===== config.mk =====
export PLATFORM = sky130hd
export DESIGN_NAME = tmr_top
export DESIGN_NICKNAME = d
export VERILOG_FILES = /design/src/rtl/tmr_pkg.sv /design/src/rtl/tmr_t2_if.sv /design/src/rtl/tmr_t2.sv /design/src/rtl/tmr_top.sv
export SDC_FILE = /design/constraint.sdc
export NUM_CORES = 1
export LEC_CHECK = 0
export BUFFER_PORTS_ARGS = -buffer_cell sky130_fd_sc_hd__buf_2
export CORE_MARGIN = 1.5
export CORE_UTILIZATION = 35
export CTS_CLUSTER_SIZE = 25
export DETAILED_ROUTE_END_ITERATION = 6
export MAX_ROUTING_LAYER = met4
export PLACE_DENSITY_LB_ADDON = 0.05
export SLEW_MARGIN = 20
export SYNTH_ARGS = -nofsm -noshare
export SYNTH_HDL_FRONTEND = slang
export SYNTH_SLANG_ARGS = --single-unit
export TNS_END_PERCENT = 30

===== constraint.sdc =====
create_clock -name core_clk -period 2.7 [get_ports core_clk]
set_input_delay 0.405 -clock core_clk [delete_from_list [all_inputs] [get_ports core_clk]]
set_output_delay 0.405 -clock core_clk [all_outputs]
set_load 0.01 [all_outputs]

===== src/rtl/tmr_pkg.sv =====
// Constants for the Timer 0/1 mode logic and the Timer 2 control block.
// Assumes a byte-wide special-function-register bus on the core clock.
// Contract
// - Gate bit adds external-input level to run condition
// - Counter select 1 counts count-pin falling edges
// - Counter select 0 counts the chosen internal clock
// - Mode 0 13-bit, 1 16-bit, 2 8-bit reload
// - Timer 1 mode 3 stops Timer 1
// - Timer 0 mode 3 is two 8-bit timers
// - Count bytes readable, writable, reset to zero
// - Timer 2 low byte rollover sets low flag
// - Low flag set every mode, cleared only by firmware
// - Low flag with enable raises Timer 2 interrupt
// - Capture copies 16-bit count into reload pair
// - Reload pair supplies reload value on rollover; non-split capture mode rolls to zero instead
// - In capture mode reload pair holds captured count
// - Capture source field picks the capture trigger
// - Split mode high and low bytes are separate timers
package tmr_pkg;
    localparam logic [7:0] ADDR_MODE = 8'h89;
    localparam logic [7:0] ADDR_T0L = 8'h8A;
    localparam logic [7:0] ADDR_T1L = 8'h8B;
    localparam logic [7:0] ADDR_T0H = 8'h8C;
    localparam logic [7:0] ADDR_T1H = 8'h8D;
    localparam logic [7:0] ADDR_T2CTRL = 8'hC8;
    localparam logic [7:0] ADDR_T2RLL = 8'hCA;
    localparam logic [7:0] ADDR_T2RLH = 8'hCB;
    localparam logic [7:0] ADDR_T2L = 8'hCC;
    localparam logic [7:0] ADDR_T2H = 8'hCD;
    localparam logic [7:0] ADDR_T2_CAPTURE_SOURCE = 8'hFD;

    // Mode register fields
    localparam int B_T1_GATE_CTRL = 7;
    localparam int B_CT1 = 6;
    localparam int B_T1M = 4;
    localparam int B_T0_GATE_CTRL = 3;
    localparam int B_CT0 = 2;
    localparam int B_T0M = 0;

    // Timer 2 control fields
    localparam int B_T2HF = 7;
    localparam int B_T2LF = 6;
    localparam int B_T2LIEN = 5;
    localparam int B_T2CEN = 4;
    localparam int B_T2_SPLIT_SELECT = 3;
    localparam int B_T2RUN = 2;

    localparam logic [7:0] RST_BYTE = 8'h00;
    localparam logic [2:0] RST_CSEL = 3'h0;
    localparam logic [7:0] BYTE_MAX = 8'hFF;

    typedef enum logic [1:0] {
        TMR_MODE13 = 2'b00,
        TMR_MODE16 = 2'b01,
        TMR_MODE8R = 2'b10,
        TMR_MODE3 = 2'b11
    } tmr_mode_t;

    typedef enum logic [2:0] {
        TMR_CAP_PIN = 3'b000,
        TMR_CAP_LFO = 3'b001,
        TMR_CAP_CMP0 = 3'b010,
        TMR_CAP_SOF = 3'b011
    } tmr_csel_t;
endpackage


===== src/rtl/tmr_t2_if.sv =====
// Signals between the register front end and the Timer 2 core.
// Assumes both ends sit on the same core clock.
interface tmr_t2_if;
    logic wr_ctrl;
    logic wr_rll;
    logic wr_rlh;
    logic wr_cl;
    logic wr_ch;
    logic [7:0] wdata;
    logic tick;
    logic cap_evt;
    logic [7:0] ctrl;
    logic [7:0] rll;
    logic [7:0] rlh;
    logic [7:0] cl;
    logic [7:0] ch;
    logic irq_req;
    modport front (output wr_ctrl, wr_rll, wr_rlh, wr_cl, wr_ch, wdata, tick, cap_evt,
                   input ctrl, rll, rlh, cl, ch, irq_req);
    modport core (input wr_ctrl, wr_rll, wr_rlh, wr_cl, wr_ch, wdata, tick, cap_evt,
                  output ctrl, rll, rlh, cl, ch, irq_req);
endinterface


===== src/rtl/tmr_t2.sv =====
// Timer 2 core: control register, count bytes, reload pair, capture.
// Assumes write strobes are single-cycle and decoded by the front end.
module tmr_t2
    import tmr_pkg::*;
(
    input wire logic core_clk, // System clock
    input wire logic rst_n, // Synchronous reset, active low
    tmr_t2_if.core bus // Front-end link
);
    typedef struct packed {
        logic [7:0] ctrl;
        logic [7:0] rll;
        logic [7:0] rlh;
        logic [7:0] cl;
        logic [7:0] ch;
    } tmr_t2_st_t;

    tmr_t2_st_t st;
    tmr_t2_st_t next_st;

    always_comb begin
        logic set_h;
        logic set_l;
        logic cen;
        logic [15:0] cnt;
        next_st = st;
        set_h = 1'b0;
        set_l = 1'b0;
        cen = st.ctrl[B_T2CEN];
        cnt = {st.ch, st.cl};
        if (st.ctrl[B_T2_SPLIT_SELECT]) begin
            // Low byte ignores run bit in split operation
            if (bus.tick) begin
                set_l = (st.cl == BYTE_MAX);
                next_st.cl = set_l ? st.rll : st.cl + 8'h01;
            end
            if (bus.tick && st.ctrl[B_T2RUN]) begin
                set_h = (st.ch == BYTE_MAX);
                next_st.ch = set_h ? st.rlh : st.ch + 8'h01;
            end
        end else if (bus.tick && st.ctrl[B_T2RUN]) begin
            set_l = (st.cl == BYTE_MAX);
            set_h = (cnt == 16'hFFFF);
            // Capture mode free-runs through zero so captures stay meaningful
            if (set_h) begin
                {next_st.ch, next_st.cl} = cen ? 16'h0000 : {st.rlh, st.rll};
            end else begin
                {next_st.ch, next_st.cl} = cnt + 16'h0001;
            end
        end
        if (cen && bus.cap_evt) begin
            next_st.rlh = st.ch;
            next_st.rll = st.cl;
            set_h = 1'b1;
        end
        if (bus.wr_rll) begin
            next_st.rll = bus.wdata;
        end
        if (bus.wr_rlh) begin
            next_st.rlh = bus.wdata;
        end
        if (bus.wr_cl) begin
            next_st.cl = bus.wdata;
        end
        if (bus.wr_ch) begin
            next_st.ch = bus.wdata;
        end
        // Hardware set beats a firmware clear in the same cycle
        next_st.ctrl = bus.wr_ctrl ? bus.wdata : st.ctrl;
        next_st.ctrl[B_T2HF] = next_st.ctrl[B_T2HF] | set_h;
        next_st.ctrl[B_T2LF] = next_st.ctrl[B_T2LF] | set_l;
    end

    always_ff @(posedge core_clk) begin
        if (!rst_n) begin
            st <= '0;
        end else begin
            st <= next_st;
        end
    end

    assign bus.ctrl = st.ctrl;
    assign bus.rll = st.rll;
    assign bus.rlh = st.rlh;
    assign bus.cl = st.cl;
    assign bus.ch = st.ch;
    assign bus.irq_req = st.ctrl[B_T2HF]
        | (st.ctrl[B_T2LF] & st.ctrl[B_T2LIEN]);
endmodule


===== src/rtl/tmr_top.sv =====
// Timer 0/1 mode and count logic, register front end and Timer 2 link.
// Assumes all pins are synchronous to core_clk and that the run bits,
// clock selects and interrupt polarities come from registers outside.
module tmr_top
    import tmr_pkg::*;
(
    input wire logic core_clk, // System clock, 100 MHz
    input wire logic rst_n, // Synchronous reset, active low
    input wire logic [7:0] sfr_addr, // Register address
    input wire logic sfr_wr, // Write strobe
    input wire logic sfr_rd, // Read strobe
    input wire logic [7:0] sfr_wdata, // Write data
    output logic [7:0] sfr_rdata, // Read data, one cycle after strobe
    input wire logic t0_run, // Timer 0 run bit
    input wire logic t1_run, // Timer 1 run bit
    input wire logic ext_irq0_input, // External interrupt 0 pin
    input wire logic ext_irq1_input, // External interrupt 1 pin
    input wire logic ext_irq0_polarity, // 1: input 0 active high
    input wire logic ext_irq1_polarity, // 1: input 1 active high
    input wire logic t0_use_sysclk, // Timer 0 clock: 1 system, 0 prescaled
    input wire logic t1_use_sysclk, // Timer 1 clock: 1 system, 0 prescaled
    input wire logic prescale_tick, // Prescaler enable pulse
    input wire logic t0_count_pin, // Timer 0 count pin
    input wire logic t1_count_pin, // Timer 1 count pin
    input wire logic t2_tick, // Timer 2 clock enable pulse
    input wire logic t2_capture_pin, // Timer 2 capture pin
    input wire logic lfo_clk_in, // Low-frequency oscillator level
    input wire logic cmp0_out, // Comparator 0 output
    input wire logic usb_sof_evt, // Start-of-frame pulse
    input wire logic t2_irq_enable, // Timer 2 interrupts enabled
    output logic t0_overflow, // Timer 0 overflow pulse
    output logic t1_overflow, // Timer 1 overflow pulse
    output logic t2_irq // Timer 2 interrupt request level
);
    typedef struct packed {
        logic [7:0] mode;
        logic [7:0] t0l;
        logic [7:0] t0h;
        logic [7:0] t1l;
        logic [7:0] t1h;
        logic [2:0] csel;
        logic [7:0] rdata;
        logic t0_ovf;
        logic t1_ovf;
        logic t2_irq;
        logic [4:0] prev;
    } tmr_top_st_t;

    tmr_top_st_t st;
    tmr_top_st_t next_st;
    tmr_t2_if t2 ();

    tmr_t2 u_t2 (
        .core_clk(core_clk),
        .rst_n(rst_n),
        .bus(t2.core)
    );

    // Returns {overflow, high, low} after one count step
    function automatic logic [16:0] tmr_step(tmr_mode_t m, logic [7:0] lo, logic [7:0] hi);
        logic [16:0] r;
        logic [13:0] s13;
        logic [8:0] s9;
        s13 = {1'b0, hi, lo[4:0]} + 14'h0001;
        s9 = {1'b0, lo} + 9'h001;
        case (m)
            TMR_MODE13: begin
                r = {s13[13], s13[12:5], lo[7:5], s13[4:0]};
            end
            TMR_MODE16: begin
                r = {1'b0, hi, lo} + 17'h00001;
            end
            TMR_MODE8R: begin
                r = {s9[8], hi, s9[8] ? hi : s9[7:0]};
            end
            default: begin
                r = {s9[8], hi, s9[7:0]};
            end
        endcase
        return r;
    endfunction

    logic [4:0] pins;
    logic [4:0] fall;
    tmr_mode_t m0;
    tmr_mode_t m1;
    logic run0;
    logic run1;
    logic tick0;
    logic tick1;
    logic tick0h;
    logic [16:0] r0;
    logic [16:0] r1;
    logic [8:0] r0h;
    logic cap_evt;

    // Pins are taken as already synchronous; one register finds edges
    assign pins = {cmp0_out, lfo_clk_in, t2_capture_pin, t1_count_pin, t0_count_pin};
    assign fall = st.prev & ~pins;
    assign m0 = tmr_mode_t'(st.mode[B_T0M +: 2]);
    assign m1 = tmr_mode_t'(st.mode[B_T1M +: 2]);

    always_comb begin
        run0 = t0_run
            & (~st.mode[B_T0_GATE_CTRL] | (ext_irq0_input == ext_irq0_polarity));
        run1 = t1_run
            & (~st.mode[B_T1_GATE_CTRL] | (ext_irq1_input == ext_irq1_polarity));
        tick0 = run0 & (st.mode[B_CT0] ? fall[0]
            : (t0_use_sysclk | prescale_tick));
        tick1 = run1 & (m1 != TMR_MODE3) & (st.mode[B_CT1] ? fall[1]
            : (t1_use_sysclk | prescale_tick));
        // Upper half of split Timer 0 borrows Timer 1's run bit, timer clock only
        tick0h = (m0 == TMR_MODE3) & t1_run & (t0_use_sysclk | prescale_tick);
        r0 = tmr_step(m0, st.t0l, st.t0h);
        r1 = tmr_step(m1, st.t1l, st.t1h);
        r0h = {1'b0, st.t0h} + 9'h001;
    end

    always_comb begin
        case (tmr_csel_t'(st.csel))
            TMR_CAP_PIN: cap_evt = fall[2];
            TMR_CAP_LFO: cap_evt = fall[3];
            TMR_CAP_CMP0: cap_evt = fall[4];
            TMR_CAP_SOF: cap_evt = usb_sof_evt;
            default: cap_evt = 1'b0;
        endcase
    end

    assign t2.tick = t2_tick;
    assign t2.cap_evt = cap_evt;
    assign t2.wdata = sfr_wdata;
    assign t2.wr_ctrl = sfr_wr && (sfr_addr == ADDR_T2CTRL);
    assign t2.wr_rll = sfr_wr && (sfr_addr == ADDR_T2RLL);
    assign t2.wr_rlh = sfr_wr && (sfr_addr == ADDR_T2RLH);
    assign t2.wr_cl = sfr_wr && (sfr_addr == ADDR_T2L);
    assign t2.wr_ch = sfr_wr && (sfr_addr == ADDR_T2H);

    always_comb begin
        next_st = st;
        next_st.prev = pins;
        next_st.t0_ovf = 1'b0;
        next_st.t1_ovf = 1'b0;

        if (tick0) begin
            next_st.t0l = r0[7:0];
            if (m0 != TMR_MODE3) begin
                next_st.t0h = r0[15:8];
            end
            next_st.t0_ovf = r0[16];
        end
        if (tick0h) begin
            next_st.t0h = r0h[7:0];
            next_st.t1_ovf = r0h[8];
        end
        if (tick1) begin
            next_st.t1l = r1[7:0];
            next_st.t1h = r1[15:8];
            next_st.t1_ovf = r1[16];
        end

        // A firmware write takes precedence over a count in the same cycle
        if (sfr_wr) begin
            case (sfr_addr)
                ADDR_MODE: next_st.mode = sfr_wdata;
                ADDR_T0L: next_st.t0l = sfr_wdata;
                ADDR_T1L: next_st.t1l = sfr_wdata;
                ADDR_T0H: next_st.t0h = sfr_wdata;
                ADDR_T1H: next_st.t1h = sfr_wdata;
                ADDR_T2_CAPTURE_SOURCE: next_st.csel = sfr_wdata[2:0];
                default: next_st.csel = next_st.csel;
            endcase
        end

        // Read data holds until the next read; unmapped reads return zero
        if (sfr_rd) begin
            case (sfr_addr)
                ADDR_MODE: next_st.rdata = st.mode;
                ADDR_T0L: next_st.rdata = st.t0l;
                ADDR_T1L: next_st.rdata = st.t1l;
                ADDR_T0H: next_st.rdata = st.t0h;
                ADDR_T1H: next_st.rdata = st.t1h;
                ADDR_T2CTRL: next_st.rdata = t2.ctrl;
                ADDR_T2RLL: next_st.rdata = t2.rll;
                ADDR_T2RLH: next_st.rdata = t2.rlh;
                ADDR_T2L: next_st.rdata = t2.cl;
                ADDR_T2H: next_st.rdata = t2.ch;
                ADDR_T2_CAPTURE_SOURCE: next_st.rdata = {5'h00, st.csel};
                default: next_st.rdata = RST_BYTE;
            endcase
        end

        next_st.t2_irq = t2_irq_enable & t2.irq_req;
    end

    always_ff @(posedge core_clk) begin
        if (!rst_n) begin
            st <= '0;
        end else begin
            st <= next_st;
        end
    end

    assign sfr_rdata = st.rdata;
    assign t0_overflow = st.t0_ovf;
    assign t1_overflow = st.t1_ovf;
    assign t2_irq = st.t2_irq;
endmodule


==> results of run 1 <==
-- cells by family (layout without fill, tap and decap cells) --
family          Yosys count  after routing
flops                    99             99
simple gates            334            334
fa+ha+maj                 5              5
buf+inv                 110            115
compound gates          314            314
other cells               0              1
mux                      46             46
xor+xnor                 19             19
-- sequential cells by signal, indices dropped and copies added, names as in the netlist --
name,flops
u_t2.bus.ch,8
m0,2
sfr_rdata,8
m1,2
st,44
u_t2.bus.ctrl,8
t2_irq,1
u_t2.bus.cl,8
t0_overflow,1
u_t2.bus.rlh,8
u_t2.bus.rll,8
t1_overflow,1
-- cell usage in the layout, fill, tap and decap left out, types with 9 or more instances in the layout --
cell | netlist | layout
a221oi_1 | 12 | 12
and3_1 | 18 | 18
nor2b_1 | 11 | 11
o21ai_0 | 60 | 60
mux2i_1 | 38 | 38
inv_1 | 20 | 20
nand4_1 | 20 | 20
nand2_1 | 97 | 97
nor2_1 | 36 | 36
a31oi_1 | 20 | 20
nor3_1 | 13 | 13
clkbuf_16 | 0 | 9
a21oi_1 | 68 | 68
a211oi_1 | 15 | 15
and2_1 | 15 | 15
or3_1 | 13 | 13
nand3_1 | 65 | 65
o22ai_1 | 11 | 11
buf_2 | 20 | 47
xor2_1 | 13 | 13
buf_4 | 8 | 30
o211ai_1 | 16 | 16
dfxtp_1 | 99 | 99
a22oi_1 | 18 | 18
-- final cells by class --
class | count | area [um2] | area share, %
Multi-Input combinational cell | 718 | 4586 | 58.95
Sequential cell | 99 | 1982 | 25.48
Timing Repair Buffer | 79 | 500.5 | 6.434
Tap cell | 265 | 331.6 | 4.263
Clock buffer | 9 | 225.2 | 2.895
Clock inverter | 7 | 76.32 | 0.9812
Inverter | 20 | 75.07 | 0.9651
Antenna cell | 1 | 2.502 | 0.03217
-- stage by stage --
step,util (%),hold WS [ps]
after CTS,39.69,248.9
after global placement,38.16,434.1
after global routing,39.71,253.0
after detailed placement,38.16,440.8
final,39.71,252.1
after floorplan,-,425.6
-- worst max-delay path: cells and delay by family, from the launching register on --
kind | cells | cell delay (ps)
AO/OA/AOI/OAI | 3 | 870
adder cells (fa/ha/maj) | 1 | 260
flip-flops | 1 | 480
AND/OR/NAND/NOR | 2 | 750
-- power by group --
part	internal, mW	switching (mW)
sequential	1.47	0.0191
clock	0.727	0.652
combinational	0.0939	0.203
total	2.29	0.874
-- synthesized netlist by cell type, types with 15 or more instances --
cell type  instances  area share, %
and2_1            15            1.3
and3_1            18            1.6
a31oi_1           20            1.8
nor2_1            36            1.9
buf_2             20            1.4
a21oi_1           68            4.8
nand4_1           20            1.8
a22oi_1           18            1.9
mux2i_1           38            5.4
nand2_1           97            5.2
nand3_1           65            4.6
inv_1             20            1.1
o21ai_0           60            4.3
clkbuf_1          57            3.0
a211oi_1          15            1.6
dfxtp_1           99             28
o211ai_1          16            1.7
-- per-layer routing --
layer / track usage (%) / up-vias
met3: 4.025 / 69
met1: 36.04 / 3689
met4: 11.70 / 0
met5: - / -
li1: - / 3502
met2: 44.59 / 350
-- worst paths after layout --
check | startpoint | endpoint | slack (ps) | cells after the start
setup / recovery | u_t2.bus.cl[0]$_SDFFE_PN0P_ | u_t2.bus.cl[5]$_SDFFE_PN0P_ | 220 | 6
setup reg to reg | u_t2.bus.cl[0]$_SDFFE_PN0P_ | u_t2.bus.cl[5]$_SDFFE_PN0P_ | 220 | 6
hold / removal | cmp0_out | st[4]$_SDFF_PN0_ | 250 | 2
hold reg to reg | sfr_rdata[5]$_SDFFE_PN0P_ | sfr_rdata[5]$_SDFFE_PN0P_ | 450 | 2
==> metrics.cfg, run 1 <==
[floorplan]
num_rows=51
core_region_area_mm2=0.01959
die_h_um=145.0
die-area_mm2=0.02101
ios=48
initial_core_util_pct=36.00
die_w_um=145.0

[power]
finalPower_mw=3.167
p_per_area_mw_per_mm2=407.1
total_leakage_power_nw=2.762
vdd_drop_max_mv=0.2710

[critical_path]
crit_fanout=10
crit_arrival_ps=2730
endpoint_kind=flop
crit_chain=ha_1 > and4_1 > and2_1 > o21ai_0 > a221oi_1 > a21oi_1
critPathLaunchType=flop
cpMaxStageDelayCell=dfxtp_1
worst_path_largest_cell_delay_ps=480
required_ps=2950
criticalPathCategory=reg2reg

[drt]
maxUsedRoutingLayer=met4
wl_met2_um=13580
met3_length_um=1772
routedWlPerCell_um=24.22
drt-met1-wl_um=12540
routed_wl_um=29010
dr.pass1.iters=7
drtIter0Drc=669
drcViolationCount=0
viasPerCell=6.352
num_vias=7610
final_antenna_net_count=0

[yosys]
syn_area_per_cell_um2=7.608
yosysUniqueCellTypes=82
ys_seq_area_share_pct=28.10
netlist_instances=927
synthArstFlopShare_pct=0
synth.cell_area_mm2=0.007053
synth_top_family_by_area=compound AO/OA/AOI/OAI gates
synth_top_flop_cell=dfxtp_1
yosys.area_share.simple_pct=24.64
synth_compound_area_share_pct=30.21
synth_xor_area_share_pct=2.359
synthAdderAreaFrac_pct=0.8870
synth_seq_cells=99
synth_nets=969
ys_warn_count=0
synth_mux_area_share_pct=6.830
synth_edf_count=0

[timing]
slew_headroom_pct=36.92
drv_slew=0
tightest_slew_ps=946.2
fin_setup_tns_ps=0
post-route-period-util_pct=91.72
fin_crit_ps=2476
max_freq_mhz=403.8
setup_viol=0
rsz0062_at_grt=no
finalHoldViolCount=0
finClkSkew_ps=9.805
fin_ws_ps=223.7

[grt]
grt_max_degree=35
grt_pass1_vias=7117
grt_pass1_wl_um=44540
grtUsageTotal_pct=28.20
grt_overflow=0
antenna_found_initial=1

[clocking]
cts_hold_buf=0
worst_skew_pair.late_latency_ps=360
post_cts_buffers=0
cts_root_buf=clkbuf_16
clk_pin_slew_ps=80
clock-sinks=99
cts_resized=0
cts.path.max_buffers=2
cts_made_buffers=9
htree_levels=3
cts_tree=done

[placed_design]
hpwl_um=21060
placedInstanceArea_mm2=0.007475
place_inst=1181
gp_congestion=0.9449
place_ws_ps=273.5
port-buffer-count=47

[status]
status=finished, final reports clean

[worst_hold_path]
hold_class=in2reg

[cells_and_area]
stdcell_count=1198
drive_gt1_share_pct=13.20
design_area_mm2=0.007779
n_fill_cell=2053
fin_nets=969
area_growth_pct=10.29

[job]
max-cap-violations=0

No activity file was read; power rests on OpenSTA's default activity.
==> run 2, diff against run 1 <==
--- a/config.mk
+++ b/config.mk
@@ -6,12 +6,14 @@
 export NUM_CORES = 1
 export LEC_CHECK = 0
 export BUFFER_PORTS_ARGS = -buffer_cell sky130_fd_sc_hd__buf_2
+export CELL_PAD_IN_SITES_DETAIL_PLACEMENT = 1
+export CELL_PAD_IN_SITES_GLOBAL_PLACEMENT = 2
 export CORE_MARGIN = 1.5
 export CORE_UTILIZATION = 35
 export CTS_CLUSTER_SIZE = 25
 export DETAILED_ROUTE_END_ITERATION = 6
 export MAX_ROUTING_LAYER = met4
-export PLACE_DENSITY_LB_ADDON = 0.05
+export PLACE_DENSITY = 0.86
 export SLEW_MARGIN = 20
 export SYNTH_ARGS = -nofsm -noshare
 export SYNTH_HDL_FRONTEND = slang
==> constraint.sdc (replaced) <==
create_clock -name core_clk -period 3.2 [get_ports core_clk]
set_input_delay 0.48 -clock core_clk [delete_from_list [all_inputs] [get_ports core_clk]]
set_output_delay 0.48 -clock core_clk [all_outputs]
set_load 0.01 [all_outputs]
==> metrics.cfg, run 2 (synthesis gave the netlist of run 1 again) <==
[clocking]
clock-sinks=99  ; unchanged
cts_hold_buf=0  ; unchanged
cts_root_buf=clkbuf_16  ; unchanged
clk_pin_slew_ps=70  ; was 80 ps
cts.path.max_buffers=2  ; unchanged
post_cts_buffers=0  ; unchanged
cts_resized=0  ; unchanged
cts_tree=done  ; unchanged
cts_made_buffers=9  ; unchanged
worst_skew_pair.late_latency_ps=360  ; about the same
htree_levels=3  ; unchanged

[critical_path]
critPathLaunchType=flop  ; unchanged
cpMaxStageDelayCell=dfxtp_1  ; unchanged
rr_worst_depth=6  ; unchanged
r2r_start=u_t2.bus.ch[0]$_SDFFE_PN0P_  ; was u_t2.bus.cl[0]$_SDFFE_PN0P_
crit_arrival_ps=2660  ; was 2730 ps
criticalPathCategory=reg2reg  ; unchanged
required_ps=3440  ; was 2950 ps
endpoint_kind=flop  ; unchanged
startpoint=u_t2.bus.ch[0]$_SDFFE_PN0P_  ; was u_t2.bus.cl[0]$_SDFFE_PN0P_
crit_fanout=9  ; was 10
cp_top_family=compound AO/OA/AOI/OAI gates  ; unchanged
crit_chain=ha_1 > nand4_1 > nor2_1 > o21ai_0 > a221oi_1 > o22ai_1  ; was ha_1 > and4_1 > and2_1 > o21ai_0 > a221oi_1 > a21oi_1
crit_buf_inv=0  ; unchanged
worst_path_largest_cell_delay_ps=550  ; was 480 ps
cp.depth=6  ; unchanged

[floorplan]
die_h_um=145.0  ; unchanged
initial_core_util_pct=36.00  ; unchanged
die_w_um=145.0  ; unchanged
num_rows=51  ; unchanged
ios=48  ; unchanged
core_region_area_mm2=0.01959  ; unchanged
die-area_mm2=0.02101  ; unchanged

[job]
max-cap-violations=0  ; unchanged

[timing]
finalHoldWorstSlack_ps=328.2  ; was 252.1 ps
slew_headroom_pct=46.12  ; was 36.92%
post-route-period-util_pct=75.57  ; was 91.72%
fin_crit_ps=2418  ; was 2476 ps
rsz0062_at_grt=no  ; unchanged
setup_viol=0  ; unchanged
max_freq_mhz=413.5  ; was 403.8 MHz
finClkSkew_ps=7.903  ; was 9.805 ps
finalHoldViolCount=0  ; unchanged
fin_setup_tns_ps=0  ; unchanged
tightest_slew_ps=807.4  ; was 946.2 ps
drv_slew=0  ; unchanged

[cells_and_area]
area_growth_pct=8.214  ; was 10.29%
n_fill_cell=2445  ; was 2,053
num_antenna_cells=0  ; was 1
fin_nets=956  ; was 969
drive_gt1_share_pct=11.97  ; was 13.20%
final_common_cell=dfxtp_1  ; unchanged
final_cell_mix=dfxtp_1 (99), nand2_1 (97), a21oi_1 (68)  ; unchanged
largest_register_ffs=44  ; unchanged
regMostFlops=st  ; unchanged

[worst_hold_path]
min-delay-start=t0_count_pin  ; was cmp0_out
holdPathStages=2  ; unchanged
hold_class=in2reg  ; unchanged

[drt]
final_antenna_net_count=0  ; unchanged
drtIter0Drc=805  ; was 669
drcViolationCount=0  ; unchanged
routedWlPerCell_um=23.94  ; was 24.22 um
dr.pass1.iters=5  ; was 7
routed_wl_um=28350  ; was 29,010 um
viasPerCell=6.470  ; was 6.352
num_vias=7661  ; was 7,610

[placed_design]
gp_congestion=0.9981  ; was 0.9449
hpwl_um=20590  ; was 21,060 um
port-buffer-count=47  ; unchanged

[power]
clkPwrFrac_pct=42.1  ; was 43.5%
pwr-share-seq_pct=48.6  ; was 47.1%
p_sw_mw=0.7292  ; was 0.8739 mW
vdd_drop_max_mv=0.2411  ; was 0.2710 mV
switching_share_pct=28.10  ; was 27.60%
total_leakage_power_nw=2.673  ; was 2.762 nW
combPwrFrac_pct=9.3  ; was 9.4%
p_per_area_mw_per_mm2=339.9  ; was 407.1 mW/mm2
intPower_mw=1.865  ; was 2.293 mW

[grt]
grt_pass1_wl_um=44150  ; was 44,540 um
gr-usage-met3_pct=3.774  ; was 4.025%
grt_pass1_vias=7378  ; was 7,117
busiest_layer=met2  ; unchanged
grtUsageTotal_pct=27.62  ; was 28.20%
grt_use_met2_pct=40.07  ; was 44.59%
antenna_found_initial=1  ; unchanged
grt_max_degree=32  ; was 35
grt_overflow=0  ; unchanged
use_met1_pct=39.18  ; was 36.04%

[status]
status=finished, final reports clean  ; unchanged

run 2: layout make-up:
type / count / area, um2 / share of cell area [%]
inverter: 20 / 75.07 / 0.9836
clock buffer: 10 / 239.0 / 3.131
tap: 265 / 331.6 / 4.344
clock inverter: 6 / 41.29 / 0.5410
sequential: 99 / 1982 / 25.97
timing repair buffer: 66 / 377.9 / 4.951
multi-input combinational: 718 / 4586 / 60.08
run 2: layer usage:
metal  up-vias  share of wire [%]
li1       3484                  -
met3        41                7.2
met2       311                 44
met5         -                  0
met1      3825                 47
met4         0                1.9
run 2: worst reg2reg max path, stage by stage, from the launching register on:
cell and delay [ps]:
dfxtp_1 550, ha_1 390, nand4_1 220, nor2_1 330
o21ai_0 320, a221oi_1 380, o22ai_1 120
run 2: power groups by stage:
| stage | clock, mW | combinational, mW | sequential [mW] |
|---|---|---|---|
| floorplan | 0 | 0.139 | 1.28 |
| global placement | 0 | 0.232 | 1.29 |
| detailed placement | 0 | 0.235 | 1.29 |
| CTS | 1.11 | 0.236 | 1.26 |
| global route | 1.16 | 0.258 | 1.26 |
| finish | 1.09 | 0.241 | 1.26 |
run 2: final timing paths:
check | endpoint | slack (ps)
setup / recovery | u_t2.bus.cl[1]$_SDFFE_PN0P_ | 780
hold reg to reg | u_t2.bus.ctrl[0]$_SDFFE_PN0P_ | 460
hold / removal | st[0]$_SDFF_PN0_ | 330
setup reg to reg | u_t2.bus.cl[1]$_SDFFE_PN0P_ | 780
run 2: through the flow:
| stage | utilization, % | instance area, um2 | cells | worst slack (ps) | power [mW] |
|---|---|---|---|---|---|
| floorplan | - | 7053 | 927 | 1055 | 1.417 |
| global placement | 37.53 | 7352 | 1168 | 734.1 | 1.520 |
| detailed placement | 37.53 | 7352 | 1168 | 689.4 | 1.523 |
| CTS | 38.96 | 7632 | 1184 | 821.9 | 2.606 |
| global route | 38.96 | 7632 | 1184 | 603.5 | 2.681 |
| finish | 38.96 | 7632 | 1184 | 781.7 | 2.595 |
